File: config.mk
export PLATFORM = sky130hd
export DESIGN_NAME = fcls_top
export DESIGN_NICKNAME = d
export VERILOG_FILES = /design/src/rtl/fcls_pkg.sv /design/src/rtl/fcls_cnt_if.sv /design/src/rtl/fcls_link_counters.sv /design/src/rtl/fcls_top.sv
export VERILOG_INCLUDE_DIRS = /design/src /design/src/rtl
export SDC_FILE = /design/constraint.sdc
export NUM_CORES = 2
export LEC_CHECK = 0
export ABC_AREA = 1
export BUFFER_PORTS_ARGS = -buffer_cell sky130_fd_sc_hd__buf_2
export CORE_MARGIN = 2
export CORE_UTILIZATION = 31
export CTS_BUF_LIST = sky130_fd_sc_hd__clkbuf_8
export DETAILED_ROUTE_END_ITERATION = 8
export PLACE_DENSITY = 0.43
export RECOVER_POWER = 25
export SETUP_SLACK_MARGIN = 0.5
export SLEW_MARGIN = 20
export SYNTH_ARGS = -nofsm -noshare
export SYNTH_HDL_FRONTEND = slang
export SYNTH_SLANG_ARGS = --single-unit
File: constraint.sdc
create_clock -name i_clock -period 45.3 [get_ports i_clock]
set_input_delay 9.06 -clock i_clock [delete_from_list [all_inputs] [get_ports i_clock]]
set_output_delay 9.06 -clock i_clock [all_outputs]
set_load 0.03 [all_outputs]
File: src/rtl/fcls_defs.svh
`ifndef FCLS_DEFS_SVH
`define FCLS_DEFS_SVH

// ----------------------------------------
// register map
// ----------------------------------------
`define FCLS_AW 8
`define FCLS_OFF_THRESH 8'h00
`define FCLS_OFF_CONFIG 8'h04
`define FCLS_OFF_LINKCTL 8'h08
`define FCLS_OFF_MSGCNT 8'h0C
`define FCLS_OFF_PATTERN 8'h10

// ----------------------------------------
// readout configuration fields
// ----------------------------------------
`define FCLS_CFG_PRE 3:0
`define FCLS_CFG_TOTAL 8:4
`define FCLS_CFG_TEST_EN 9
`define FCLS_CFG_TEST_MODE 10
`define FCLS_CFG_BUF_TEST 11
`define FCLS_CFG_GEN_LIMIT 12
`define FCLS_CFG_EMIT_LAST 13
`define FCLS_CFG_EMIT_EMPTY 14
`define FCLS_CFG_DIVISOR 23:16
`define FCLS_CFG_STATUS 30:24
`define FCLS_CFG_RW_MASK 32'h00FF7FFF
`define FCLS_CFG_RESET 32'h00010000

// ----------------------------------------
// link statistics control fields
// ----------------------------------------
`define FCLS_LNK_CHAN 1:0
`define FCLS_LNK_DIR 2
`define FCLS_LNK_KIND 3
`define FCLS_LNK_CAPTURE 4
`define FCLS_LNK_CLEAR 5
`define FCLS_LNK_RW_MASK 32'h0000003F
`define FCLS_THR_RW_MASK 32'hFFFFFFFF

// ----------------------------------------
// constants
// ----------------------------------------
`define FCLS_NUM_VC 3
`define FCLS_NUM_CHIP 4
`define FCLS_TEST_AW 4
`define FCLS_CHAN_ALL 2'h3
`define FCLS_FRAME_PATTERN 12'hFC0
`define FCLS_FRAME_LAST 4'hB
`define FCLS_RESP_OKAY 2'h0
`define FCLS_RESP_SLVERR 2'h2
`define FCLS_ERR_MAX 8'hFF

`endif

File: src/rtl/fcls_pkg.sv
`include "fcls_defs.svh"

package fcls_pkg;
	typedef enum logic [1:0] {FCLS_WR_COLLECT = 2'b01, FCLS_WR_RESP = 2'b10} fcls_wr_state_t;
	typedef enum logic [1:0] {FCLS_RD_IDLE = 2'b01, FCLS_RD_DATA = 2'b10} fcls_rd_state_t;

	typedef struct packed {
		fcls_wr_state_t wst;
		fcls_rd_state_t rst;
		logic aw_got;
		logic w_got;
		logic awready;
		logic wready;
		logic arready;
		logic [7:0] awaddr;
		logic [31:0] wdata;
		logic [3:0] wstrb;
		logic [1:0] bresp;
		logic [1:0] rresp;
		logic [31:0] rdata;
		logic [31:0] thr;
		logic [31:0] cfg;
		logic [31:0] lnk;
		logic cap_prev;
		logic [3:0] load_ptr;
		logic [3:0] rd_ptr;
		logic [7:0] div_cnt;
		logic tick;
		logic fs1;
		logic fs2;
		logic [11:0] window;
		logic [3:0] phase;
		logic locked;
		logic [6:0] status;
		logic [31:0] ev_cnt;
		logic gen_run;
		logic trig_accept;
		logic [3:0] local_trig;
		logic [11:0] zs_sample;
		logic [11:0] buf_data;
		logic permit;
	} fcls_state_t;

	typedef struct packed {
		logic [`FCLS_NUM_VC-1:0][31:0] tx;
		logic [`FCLS_NUM_VC-1:0][31:0] rx;
		logic [`FCLS_NUM_VC-1:0][7:0] perr;
		logic [`FCLS_NUM_VC-1:0][7:0] ferr;
		logic [31:0] cap_msg;
		logic [7:0] cap_perr;
		logic [7:0] cap_ferr;
	} fcls_cnt_state_t;
endpackage

File: src/rtl/fcls_cnt_if.sv
`timescale 1ns/1ns
`include "fcls_defs.svh"

interface fcls_cnt_if;
	logic capture;
	logic clear;
	logic [1:0] chan;
	logic dir;
	logic [`FCLS_NUM_VC-1:0] ev_tx;
	logic [`FCLS_NUM_VC-1:0] ev_rx;
	logic [`FCLS_NUM_VC-1:0] ev_par;
	logic [`FCLS_NUM_VC-1:0] ev_fmt;
	logic [31:0] cap_msg;
	logic [7:0] cap_perr;
	logic [7:0] cap_ferr;
	modport ctrl(output capture, clear, chan, dir, ev_tx, ev_rx, ev_par, ev_fmt,
		input cap_msg, cap_perr, cap_ferr);
	modport bank(input capture, clear, chan, dir, ev_tx, ev_rx, ev_par, ev_fmt,
		output cap_msg, cap_perr, cap_ferr);
endinterface

File: src/rtl/fcls_link_counters.sv
`timescale 1ns/1ns
`include "fcls_defs.svh"

module fcls_link_counters (
	input wire logic i_clock,
	input wire logic i_clk_en,
	input wire logic i_rst,
	fcls_cnt_if.bank bank
);
	fcls_pkg::fcls_cnt_state_t q, d;

	function automatic logic [7:0] fcls_sat_inc(input logic [7:0] v, input logic ev);
		return (ev && v != `FCLS_ERR_MAX) ? v + 8'h01 : v;
	endfunction

	// ----------------------------------------
	// counting, clearing, capture
	// ----------------------------------------
	always_comb begin
		d = q;
		for (int c = 0; c < `FCLS_NUM_VC; c++) begin
			if (bank.clear && (bank.chan == `FCLS_CHAN_ALL || bank.chan == 2'(c))) begin
				d.tx[c] = 32'h0;
				d.rx[c] = 32'h0;
				d.perr[c] = 8'h00;
				d.ferr[c] = 8'h00;
			end else begin
				d.tx[c] = q.tx[c] + 32'(bank.ev_tx[c]);
				d.rx[c] = q.rx[c] + 32'(bank.ev_rx[c]);
				d.perr[c] = fcls_sat_inc(q.perr[c], bank.ev_par[c]);
				d.ferr[c] = fcls_sat_inc(q.ferr[c], bank.ev_fmt[c]);
			end
		end
		if (bank.capture && bank.chan != `FCLS_CHAN_ALL) begin
			if (bank.dir) begin
				d.cap_msg = q.tx[bank.chan];
			end else begin
				d.cap_msg = q.rx[bank.chan];
				d.cap_perr = q.perr[bank.chan];
				d.cap_ferr = q.ferr[bank.chan];
			end
		end
	end

	always_ff @(posedge i_clock or posedge i_rst) begin
		if (i_rst) begin
			q <= '0;
		end else if (i_clk_en) begin
			q <= d;
		end
	end

	assign bank.cap_msg = q.cap_msg;
	assign bank.cap_perr = q.cap_perr;
	assign bank.cap_ferr = q.cap_ferr;
endmodule

File: src/rtl/fcls_top.sv
// Design decisions made here: register access over AXI4-Lite and the register addresses.
`timescale 1ns/1ns
`include "fcls_defs.svh"

module fcls_top (
	input wire logic i_clock,
	input wire logic i_clk_en,
	input wire logic i_rst,
	input wire logic i_awvalid,
	output logic o_awready,
	input wire logic [`FCLS_AW-1:0] i_awaddr,
	input wire logic i_wvalid,
	output logic o_wready,
	input wire logic [31:0] i_wdata,
	input wire logic [3:0] i_wstrb,
	output logic o_bvalid,
	input wire logic i_bready,
	output logic [1:0] o_bresp,
	input wire logic i_arvalid,
	output logic o_arready,
	input wire logic [`FCLS_AW-1:0] i_araddr,
	output logic o_rvalid,
	input wire logic i_rready,
	output logic [31:0] o_rdata,
	output logic [1:0] o_rresp,
	input wire logic [31:0] i_multiplicity,
	output logic [3:0] o_local_trigger,
	input wire logic i_sample_valid,
	input wire logic [11:0] i_adc_sample,
	input wire logic [11:0] i_sample_address,
	output logic [11:0] o_zs_sample,
	output logic [3:0] o_presamples_count,
	output logic [4:0] o_pre_post_sample_total,
	input wire logic [11:0] i_event_buffer_pointer,
	output logic [11:0] o_buffer_data,
	input wire logic i_acq_enable,
	input wire logic i_gen_event,
	input wire logic i_event_captured,
	input wire logic [31:0] i_event_quota,
	output logic o_generator_run,
	output logic o_trigger_accept,
	output logic o_emit_last_cell_pointer,
	output logic o_emit_empty_channels,
	output logic o_write_clock_tick,
	input wire logic i_converter_frame_line,
	input wire logic i_array_writing_flag,
	input wire logic i_array_reading_flag,
	input wire logic i_readout_busy_flag,
	input wire logic i_write_ready_flag,
	input wire logic i_event_buffer_full,
	input wire logic i_info_queue_full,
	output logic o_array_write_permit,
	input wire logic [`FCLS_NUM_VC-1:0] i_tx_message,
	input wire logic [`FCLS_NUM_VC-1:0] i_rx_message_ok,
	input wire logic [`FCLS_NUM_VC-1:0] i_rx_parity_error,
	input wire logic [`FCLS_NUM_VC-1:0] i_rx_format_error
);
	localparam int TEST_DEPTH = 1 << `FCLS_TEST_AW;

	fcls_pkg::fcls_state_t q, d;
	logic [11:0] test_mem [TEST_DEPTH];
	logic mem_we;
	logic [31:0] msg_word;

	fcls_cnt_if cnt_if();

	// ----------------------------------------
	// helpers
	// ----------------------------------------
	function automatic logic [31:0] fcls_merge(input logic [31:0] old_v, input logic [31:0] new_v,
		input logic [3:0] strb, input logic [31:0] mask);
		logic [31:0] r;
		r = old_v;
		for (int b = 0; b < 4; b++) begin
			if (strb[b]) begin
				r[b*8 +: 8] = new_v[b*8 +: 8];
			end
		end
		return (r & mask) | (old_v & ~mask);
	endfunction

	function automatic logic fcls_thr_hit(input logic [7:0] thr, input logic [7:0] mult);
		return thr != 8'h00 && mult > thr;
	endfunction

	function automatic logic [7:0] fcls_div_last(input logic [7:0] div);
		return (div == 8'h00) ? 8'h00 : div - 8'h01;
	endfunction

	// ----------------------------------------
	// link counter bank
	// ----------------------------------------
	assign cnt_if.capture = q.lnk[`FCLS_LNK_CAPTURE] && !q.cap_prev;
	assign cnt_if.clear = q.lnk[`FCLS_LNK_CLEAR];
	assign cnt_if.chan = q.lnk[`FCLS_LNK_CHAN];
	assign cnt_if.dir = q.lnk[`FCLS_LNK_DIR];
	assign cnt_if.ev_tx = i_tx_message;
	assign cnt_if.ev_rx = i_rx_message_ok;
	assign cnt_if.ev_par = i_rx_parity_error;
	assign cnt_if.ev_fmt = i_rx_format_error;

	fcls_link_counters u_counters (
		.i_clock(i_clock),
		.i_clk_en(i_clk_en),
		.i_rst(i_rst),
		.bank(cnt_if.bank)
	);

	// kind bit ignored for transmit; channel C follows A and B
	always_comb begin
		if (q.lnk[`FCLS_LNK_DIR] || !q.lnk[`FCLS_LNK_KIND]) begin
			msg_word = cnt_if.cap_msg;
		end else begin
			msg_word = {16'h0000, cnt_if.cap_ferr, cnt_if.cap_perr};
		end
	end

	// ----------------------------------------
	// next state
	// ----------------------------------------
	always_comb begin
		d = q;
		mem_we = 1'b0;

		// register writes
		case (q.wst)
			fcls_pkg::FCLS_WR_COLLECT: begin
				if (i_awvalid && q.awready) begin
					d.aw_got = 1'b1;
					d.awaddr = i_awaddr;
				end
				if (i_wvalid && q.wready) begin
					d.w_got = 1'b1;
					d.wdata = i_wdata;
					d.wstrb = i_wstrb;
				end
				if (q.aw_got && q.w_got) begin
					d.bresp = `FCLS_RESP_OKAY;
					case (q.awaddr)
						`FCLS_OFF_THRESH: begin
							d.thr = fcls_merge(q.thr, q.wdata, q.wstrb, `FCLS_THR_RW_MASK);
						end
						`FCLS_OFF_CONFIG: begin
							d.cfg = fcls_merge(q.cfg, q.wdata, q.wstrb, `FCLS_CFG_RW_MASK);
						end
						`FCLS_OFF_LINKCTL: begin
							d.lnk = fcls_merge(q.lnk, q.wdata, q.wstrb, `FCLS_LNK_RW_MASK);
						end
						`FCLS_OFF_PATTERN: begin
							mem_we = q.wstrb[0];
							d.load_ptr = q.load_ptr + 4'h1;
						end
						`FCLS_OFF_MSGCNT: begin
							d.bresp = `FCLS_RESP_OKAY;
						end
						default: begin
							d.bresp = `FCLS_RESP_SLVERR;
						end
					endcase
					d.aw_got = 1'b0;
					d.w_got = 1'b0;
					d.wst = fcls_pkg::FCLS_WR_RESP;
				end
			end
			fcls_pkg::FCLS_WR_RESP: begin
				if (i_bready) begin
					d.wst = fcls_pkg::FCLS_WR_COLLECT;
				end
			end
			default: begin
				d.wst = fcls_pkg::FCLS_WR_COLLECT;
			end
		endcase
		d.awready = d.wst == fcls_pkg::FCLS_WR_COLLECT && !d.aw_got;
		d.wready = d.wst == fcls_pkg::FCLS_WR_COLLECT && !d.w_got;

		// register reads
		case (q.rst)
			fcls_pkg::FCLS_RD_IDLE: begin
				if (i_arvalid && q.arready) begin
					d.rst = fcls_pkg::FCLS_RD_DATA;
					d.rresp = `FCLS_RESP_OKAY;
					case (i_araddr)
						`FCLS_OFF_THRESH: d.rdata = q.thr;
						`FCLS_OFF_CONFIG: begin
							d.rdata = q.cfg;
							d.rdata[`FCLS_CFG_STATUS] = q.status;
						end
						`FCLS_OFF_LINKCTL: d.rdata = q.lnk;
						`FCLS_OFF_MSGCNT: d.rdata = msg_word;
						`FCLS_OFF_PATTERN: d.rdata = {28'h0000000, q.load_ptr};
						default: begin
							d.rdata = 32'h00000000;
							d.rresp = `FCLS_RESP_SLVERR;
						end
					endcase
				end
			end
			fcls_pkg::FCLS_RD_DATA: begin
				if (i_rready) begin
					d.rst = fcls_pkg::FCLS_RD_IDLE;
				end
			end
			default: begin
				d.rst = fcls_pkg::FCLS_RD_IDLE;
			end
		endcase
		d.arready = d.rst == fcls_pkg::FCLS_RD_IDLE;

		// capture edge reference
		d.cap_prev = q.lnk[`FCLS_LNK_CAPTURE];

		// local multiplicity triggers
		for (int c = 0; c < `FCLS_NUM_CHIP; c++) begin
			d.local_trig[c] = fcls_thr_hit(q.thr[c*8 +: 8], i_multiplicity[c*8 +: 8]);
		end

		// zero-suppression input source
		if (i_sample_valid) begin
			if (!q.cfg[`FCLS_CFG_TEST_EN]) begin
				d.zs_sample = i_adc_sample;
			end else if (!q.cfg[`FCLS_CFG_TEST_MODE]) begin
				d.zs_sample = i_sample_address;
			end else begin
				d.zs_sample = test_mem[q.rd_ptr];
				d.rd_ptr = q.rd_ptr + 4'h1;
			end
		end

		// event buffer data source
		d.buf_data = q.cfg[`FCLS_CFG_BUF_TEST] ? i_event_buffer_pointer : i_adc_sample;

		// event quota policy, zero quota is unlimited
		if (!i_acq_enable) begin
			d.ev_cnt = 32'h00000000;
		end else if ((q.cfg[`FCLS_CFG_GEN_LIMIT] ? i_gen_event : i_event_captured)
			&& (i_event_quota == 32'h00000000 || q.ev_cnt < i_event_quota)) begin
			d.ev_cnt = q.ev_cnt + 32'h00000001;
		end
		if (i_event_quota != 32'h00000000 && d.ev_cnt >= i_event_quota) begin
			d.gen_run = !q.cfg[`FCLS_CFG_GEN_LIMIT];
			d.trig_accept = q.cfg[`FCLS_CFG_GEN_LIMIT];
		end else begin
			d.gen_run = 1'b1;
			d.trig_accept = 1'b1;
		end

		// write clock divider
		if (q.div_cnt >= fcls_div_last(q.cfg[`FCLS_CFG_DIVISOR])) begin
			d.div_cnt = 8'h00;
			d.tick = 1'b1;
		end else begin
			d.div_cnt = q.div_cnt + 8'h01;
			d.tick = 1'b0;
		end

		// frame line delineation
		d.fs1 = i_converter_frame_line;
		d.fs2 = q.fs1;
		d.window = {q.window[10:0], q.fs2};
		if (q.window == `FCLS_FRAME_PATTERN) begin
			d.locked = q.phase == `FCLS_FRAME_LAST;
			d.phase = 4'h0;
		end else if (q.phase == `FCLS_FRAME_LAST) begin
			d.locked = 1'b0;
			d.phase = 4'h0;
		end else begin
			d.phase = q.phase + 4'h1;
		end

		// acquisition status
		d.status = {i_info_queue_full, i_event_buffer_full, i_write_ready_flag,
			i_readout_busy_flag, i_array_reading_flag, i_array_writing_flag, q.locked};
		d.permit = i_write_ready_flag && !i_event_buffer_full && !i_info_queue_full;
	end

	// ----------------------------------------
	// state registers
	// ----------------------------------------
	always_ff @(posedge i_clock or posedge i_rst) begin
		if (i_rst) begin
			q <= '0;
			q.wst <= fcls_pkg::FCLS_WR_COLLECT;
			q.rst <= fcls_pkg::FCLS_RD_IDLE;
			q.cfg <= `FCLS_CFG_RESET;
		end else if (i_clk_en) begin
			q <= d;
		end
	end

	always_ff @(posedge i_clock) begin
		if (i_clk_en && mem_we) begin
			test_mem[q.load_ptr] <= q.wdata[11:0];
		end
	end

	// ----------------------------------------
	// outputs
	// ----------------------------------------
	assign o_awready = q.awready;
	assign o_wready = q.wready;
	assign o_bvalid = q.wst[1];
	assign o_bresp = q.bresp;
	assign o_arready = q.arready;
	assign o_rvalid = q.rst[1];
	assign o_rdata = q.rdata;
	assign o_rresp = q.rresp;
	assign o_local_trigger = q.local_trig;
	assign o_zs_sample = q.zs_sample;
	assign o_presamples_count = q.cfg[`FCLS_CFG_PRE];
	assign o_pre_post_sample_total = q.cfg[`FCLS_CFG_TOTAL];
	assign o_buffer_data = q.buf_data;
	assign o_generator_run = q.gen_run;
	assign o_trigger_accept = q.trig_accept;
	assign o_emit_last_cell_pointer = q.cfg[`FCLS_CFG_EMIT_LAST];
	assign o_emit_empty_channels = q.cfg[`FCLS_CFG_EMIT_EMPTY];
	assign o_write_clock_tick = q.tick;
	assign o_array_write_permit = q.permit;
endmodule

== After elaboration in Yosys (flattened, before gate mapping) ==
Memory sizes are Yosys's and may differ from the RTL's.
Index checks and enable logic that the tools add are counted.

* Bits in registers: 580
* RAM bits: 192
* Word-level logic and storage cells: 261
* Memories: 1

{| class="wikitable"
|+ Memory list
! memory !! depth !! width !! read ports !! clocked after Yosys merged registers in !! wr ports !! line !! text
|-
| test_mem || 16 || 12 || 1 || 0 || 1 || fcls_top.sv:61 || <nowiki>logic [11:0] test_mem [TEST_DEPTH];</nowiki>
|}

* $add $sub $neg: 18
* $lt $le $gt $ge: 8
* Equal/unequal tests: 26
* Muxes and demuxes: 74
* Bitwise gates (word level): 3
* Reductions and logical operators: 79

{| class="wikitable"
|+ Operator list
! cell !! count
|-
| 2-to-1 mux 32 bit || 12
|-
| adder 32 x 1 -> 32 bit || 6
|-
| 2-to-1 mux 8 bit || 23
|-
| case mux 32 bit (5 select lines) || 1
|-
| binary-select mux 32 bit (select 2 bit) || 2
|-
| adder 8 x 1 -> 8 bit, second input constant || 7
|-
| != test 8 bit, second input constant || 6
|-
| 2-to-1 mux 12 bit || 3
|-
| adder 32 x 1 -> 32 bit, second input constant || 1
|-
| binary-select mux 8 bit (select 2 bit) || 2
|-
| == test 8 x 4 -> 1 bit, second input constant || 4
|-
| greater-or-equal comparator 32 bit || 1
|-
| greater-than comparator 8 bit || 4
|-
| zero test 32 bit || 1
|-
| less-than comparator 32 bit || 1
|-
| bitwise OR 24 x 32 -> 32 bit || 1
|-
| bitwise OR 6 x 32 -> 32 bit || 1
|-
| nonzero test 32 bit || 1
|-
| nonzero test 8 bit || 4
|-
| 2-to-1 mux 7 bit || 4
|-
| logical AND 1 bit || 26
|-
| zero test 8 bit || 3
|-
| 2-to-1 mux 6 bit || 4
|-
| AND reduction 5 bit || 4
|-
| 26 further kinds || 86
|}

== Depth between registers and ports, before layout ==
* Depth in word-level cells: 8
* Mapped depth: 30
* Depth with buffers taken out: 30

== Modules after synthesis ==
A second synthesis with hierarchy kept.

* Cell total of the unflattened synthesis: 5208
* Area total of the unflattened synthesis: 41205.8 sq um

{| class="wikitable"
|+ By module, submodules not included
! module !! times used !! cells each !! area an instance (sq um) !! sequential area each (sq um)
|-
| fcls_top || 1 || 2576 || 23173.5 || 12150.4
|-
| fcls_link_counters || 1 || 2632 || 18032.3 || 7206.9
|}

== Worst setup path before layout ==
Ideal clock, no wire load.

* Kind: in2reg
* Start point: in i_event_quota[5]
* End point: reg q, in the netlist o_trigger_accept
* Setup time: 0.120 ns
* Arrival time: 11.583 ns
* Data required time: 45.180 ns
* Slack: 33.597 ns
* Stages: 24
* Path buffers: 1
* Path through: inv_1 -> ha_1 -> a21oi_1 -> nor2_1 -> nor3_1 -> nand2_1 -> nand2_1 -> nand2_1 -> nand2_1 -> nand2_1 -> nand2_2 -> buf_2 -> nand3_1 -> and3_1 -> ha_1 -> nand2_1 -> nor2_1 -> nand2_1 -> nor4_1 -> nand4_1 -> nand3_1 -> nand3_1 -> o21ai_0 -> inv_1

{| class="wikitable"
|+ RTL lines
! element !! line !! text
|-
| start: declaration || fcls_top.sv:39 || <nowiki>input wire logic [31:0] i_event_quota,</nowiki>
|-
| end: declaration || fcls_top.sv:60 || <nowiki>fcls_pkg::fcls_state_t q, d;</nowiki>
|}

== Worst setup path after layout ==
* Start point: in i_clk_en
* End point: reg u_counters.q[55] in the netlist's numbering

* Longest elaborated chain between the ends: 1

{| class="wikitable"
|+ Ends and longest elaborated chain
! element !! line !! text
|-
| start: declaration || fcls_top.sv:7 || <nowiki>input wire logic i_clk_en,</nowiki>
|-
| AND reduction 2 bit (no line) || n/a ||
|-
| end signal: assignment || fcls_link_counters.sv:47 || <nowiki>q <= '0;</nowiki>
|-
| end signal: assignment || fcls_link_counters.sv:49 || <nowiki>q <= d;</nowiki>
|-
| end: declaration || fcls_link_counters.sv:10 || <nowiki>fcls_pkg::fcls_cnt_state_t q, d;</nowiki>
|}

Every way passes these cells.
A chain may end at the register's enable or synchronous reset.

==> out/metrics.yaml <==
wire_per_inst_um: 21.1
cts_tree: "done"
num_rows: 132
synth_top_flop_cell: "dfrtp_1"
max_slew_margin_pct: -166
hold_slack_ns: 0.473
worstPathRequired_ns: 46.09
vias: 35800
drc: 0
grt_pass1_wl_um: 222000
synth.distinct_cells: 65
synth_enable_flop_cells: 192
hold_path.class: "flip-flop to flip-flop"
ys_ff_latch: 735
r2r_start: "q[151]"
worst-r2r-setup-slack_ns: 41.20
power_density_mw_per_mm2: 40.3
period_needed_ns: 18.04
postRouteAntennaNets: 0
seq_area_frac_synth_pct: 47.6
ctsRootBufferMaster: "clkbuf_8"
cts_setup_buffers: 0
finalHoldViolCount: 0
final_cell_mix: "nand2_1 (954), inv_1 (602), dfrtp_1 (537)"
post_cts_resize_count: 0
async_flop_share_pct: 73.9
max_freq_mhz: 55.4
avgSynthCellArea_um2: 8.15
outcome: "complete, but fails checks"
fin_skew_ns: 0.0506
peakVddDrop_v: 0.0000300
reg2reg_to: "o_trigger_accept"
antenna_found_initial: 14
cp_common_cell: "nand2_1"
routabilityCongestion: 0.896
drt-total-wl_um: 148000
reg2reg_depth: 19
startpoint: "i_clk_en"
io_pins: 267
finalSetupViolCount: 0
core_area_mm2: 0.130
endpoint: "u_counters.q[55]"
place_area_mm2: 0.0432
design_area_mm2: 0.0459
start_util_pct: 31.3
path_max_fanout: 68
violations: "capacitance limit, slew limit"
grt_pass1_vias: 34700
grt-ovfl-total: 0
dpl.hpwl_um: 105000
grt_usage_pct: 21.7
clock-sinks: 735
via_per_inst: 5.10
crit_path_top_delay_cell: "clkinvlp_2"
p_leak_nw: 20.4
io_buffers: 264
drive_gt1_share_pct: 12.4
worstSetupPathType: "primary input to flip-flop"
cts_max_level: 4
worstHoldStart: "d[86]"
die_x_um: 366
maxCapViolCount: 7
finalNetCount: 5483
hold_buffers: 0
clk_latency_ns: 0.90
critPathMaxStageDelay_ns: 3.96
cts_buffer_depth: 3
syn2layout_area_growth_pct: 12.8
finalMaxSlewViolations: 417
syn-cell-area_mm2: 0.0407
arrival_ns: 18.83
cts_made_buffers: 145
layout_commonest_cell: "nand2_1"
grt_max_degree: 83
rsz0062_at_grt: "false"
min_period_over_period_pct: 39.8
synthCells: 4994
tightest_slew_ns: 3.96
worstSetupStartpointType: "primary input"
drt_iter0_drc: 2564
die-area_mm2: 0.134
yosys_warnings: 0
path_clk_slew_ns: 0.06
fin_setup_tns_ns: 0
crit_chain: "clkbuf_1 > clkinvlp_2 > nor2_4 > inv_2 > nand2_1 > nand3_1 > o21ai_1 > nand2_1 > nor2_1"
cp-end-kind: "flip-flop"
die_h_um: 366
firstDrtPassIters: 5
## synthesized netlist by cell type (27+ instances only)
cell type    n  share of area, %
a21oi_1    305               3.8
a31oi_1     42              0.65
and3_1      33              0.51
buf_1       27              0.25
buf_2       41              0.50
buf_4       78               1.4
clkbuf_1   134               1.2
dfrtp_1    540                33
edfxtp_1   192                14
ha_1       136               4.2
inv_1      541               5.0
nand2_1    955               8.8
nand3_1    241               3.0
nand4_1    149               2.3
nor2_1     475               4.4
nor3_1     135               1.7
nor4_1      55              0.85
o211ai_1    49              0.90
o21ai_0    504               6.2
o21ai_1     35              0.43
o221ai_1    50               1.1
## worst min-delay path by stage
stage	to	slack, ns	depth (start not counted)
4_1_cts	q[64]	0.48	2
6_report	q[86]	0.47	2
3_3_place_gp	q[64]	0.46	2
5_1_grt	o_buffer_data[8]	0.50	2
2_1_floorplan	q[64]	0.44	2
3_5_place_dp	o_bresp[1]	0.47	2
## per-layer routing
metal / wire, µm / track usage [%]
met1: 69400 / 30.0
met2: 66500 / 34.1
met3: 8510 / 4.60
met4: 3550 / 6.34
met5: 30 / 0
## layout make-up
type	count	area (µm²)
clock buffer	161	2220
inverter	567	2130
antenna	4	10.0
fill	13900	83900
sequential	735	19400
multi-input combinational	3411	17900
clock inverter	95	519
timing repair buffer	304	1610
tap	1742	2180
## report_power, final
part | total [W] | switching [W] | internal (W) | leakage [nW]
logic | 0.000311 | 0.000214 | 0.0000969 | 10.2
registers | 0.000883 | 0.0000922 | 0.000791 | 8.59
clock network | 0.000655 | 0.000320 | 0.000335 | 1.64
total | 0.00185 | 0.000626 | 0.00122 | 20.4
## state kept, by name, summed over array words and instances, names as in the netlist, 5 cells and up
signal,count
o_rdata,32
d,15
o_pre_post_sample_total,5
u_counters.bank.cap_msg,32
u_counters.bank.cap_ferr,8
u_counters.bank.cap_perr,8
o_zs_sample,12
o_buffer_data,12
q,154
test_mem,192
u_counters.q,240
## through the flow
step	instances	utilization [%]	setup WS [ns]	power (W)
after detailed placement	6759	33.3	32.18	0.00121
final	7019	35.4	27.26	0.00185
after global placement	6759	33.3	32.28	0.00120
after global routing	7016	35.4	26.52	0.00196
after floorplan	4995	-	21.07	0.00108
after CTS	7015	35.4	33.16	0.00188
## critical path, delay by kind of cell
kind            cells  cell delay, ns
compound gates      1            0.14
buf+inv             3            6.87
simple gates        5            2.57
## logic make-up after synthesis
family / share of synthesized area, %
xor gates and xnor gates: 0.473
DFF: 47.6
other: 0.00922
adders and majority gates: 4.18
muxes: 0.304
and+or+nand+nor: 24.2
AOI/OAI and AO/OA: 14.5
buffers and inverters: 8.70
Note: power is estimated with default switching activity, not from simulation.
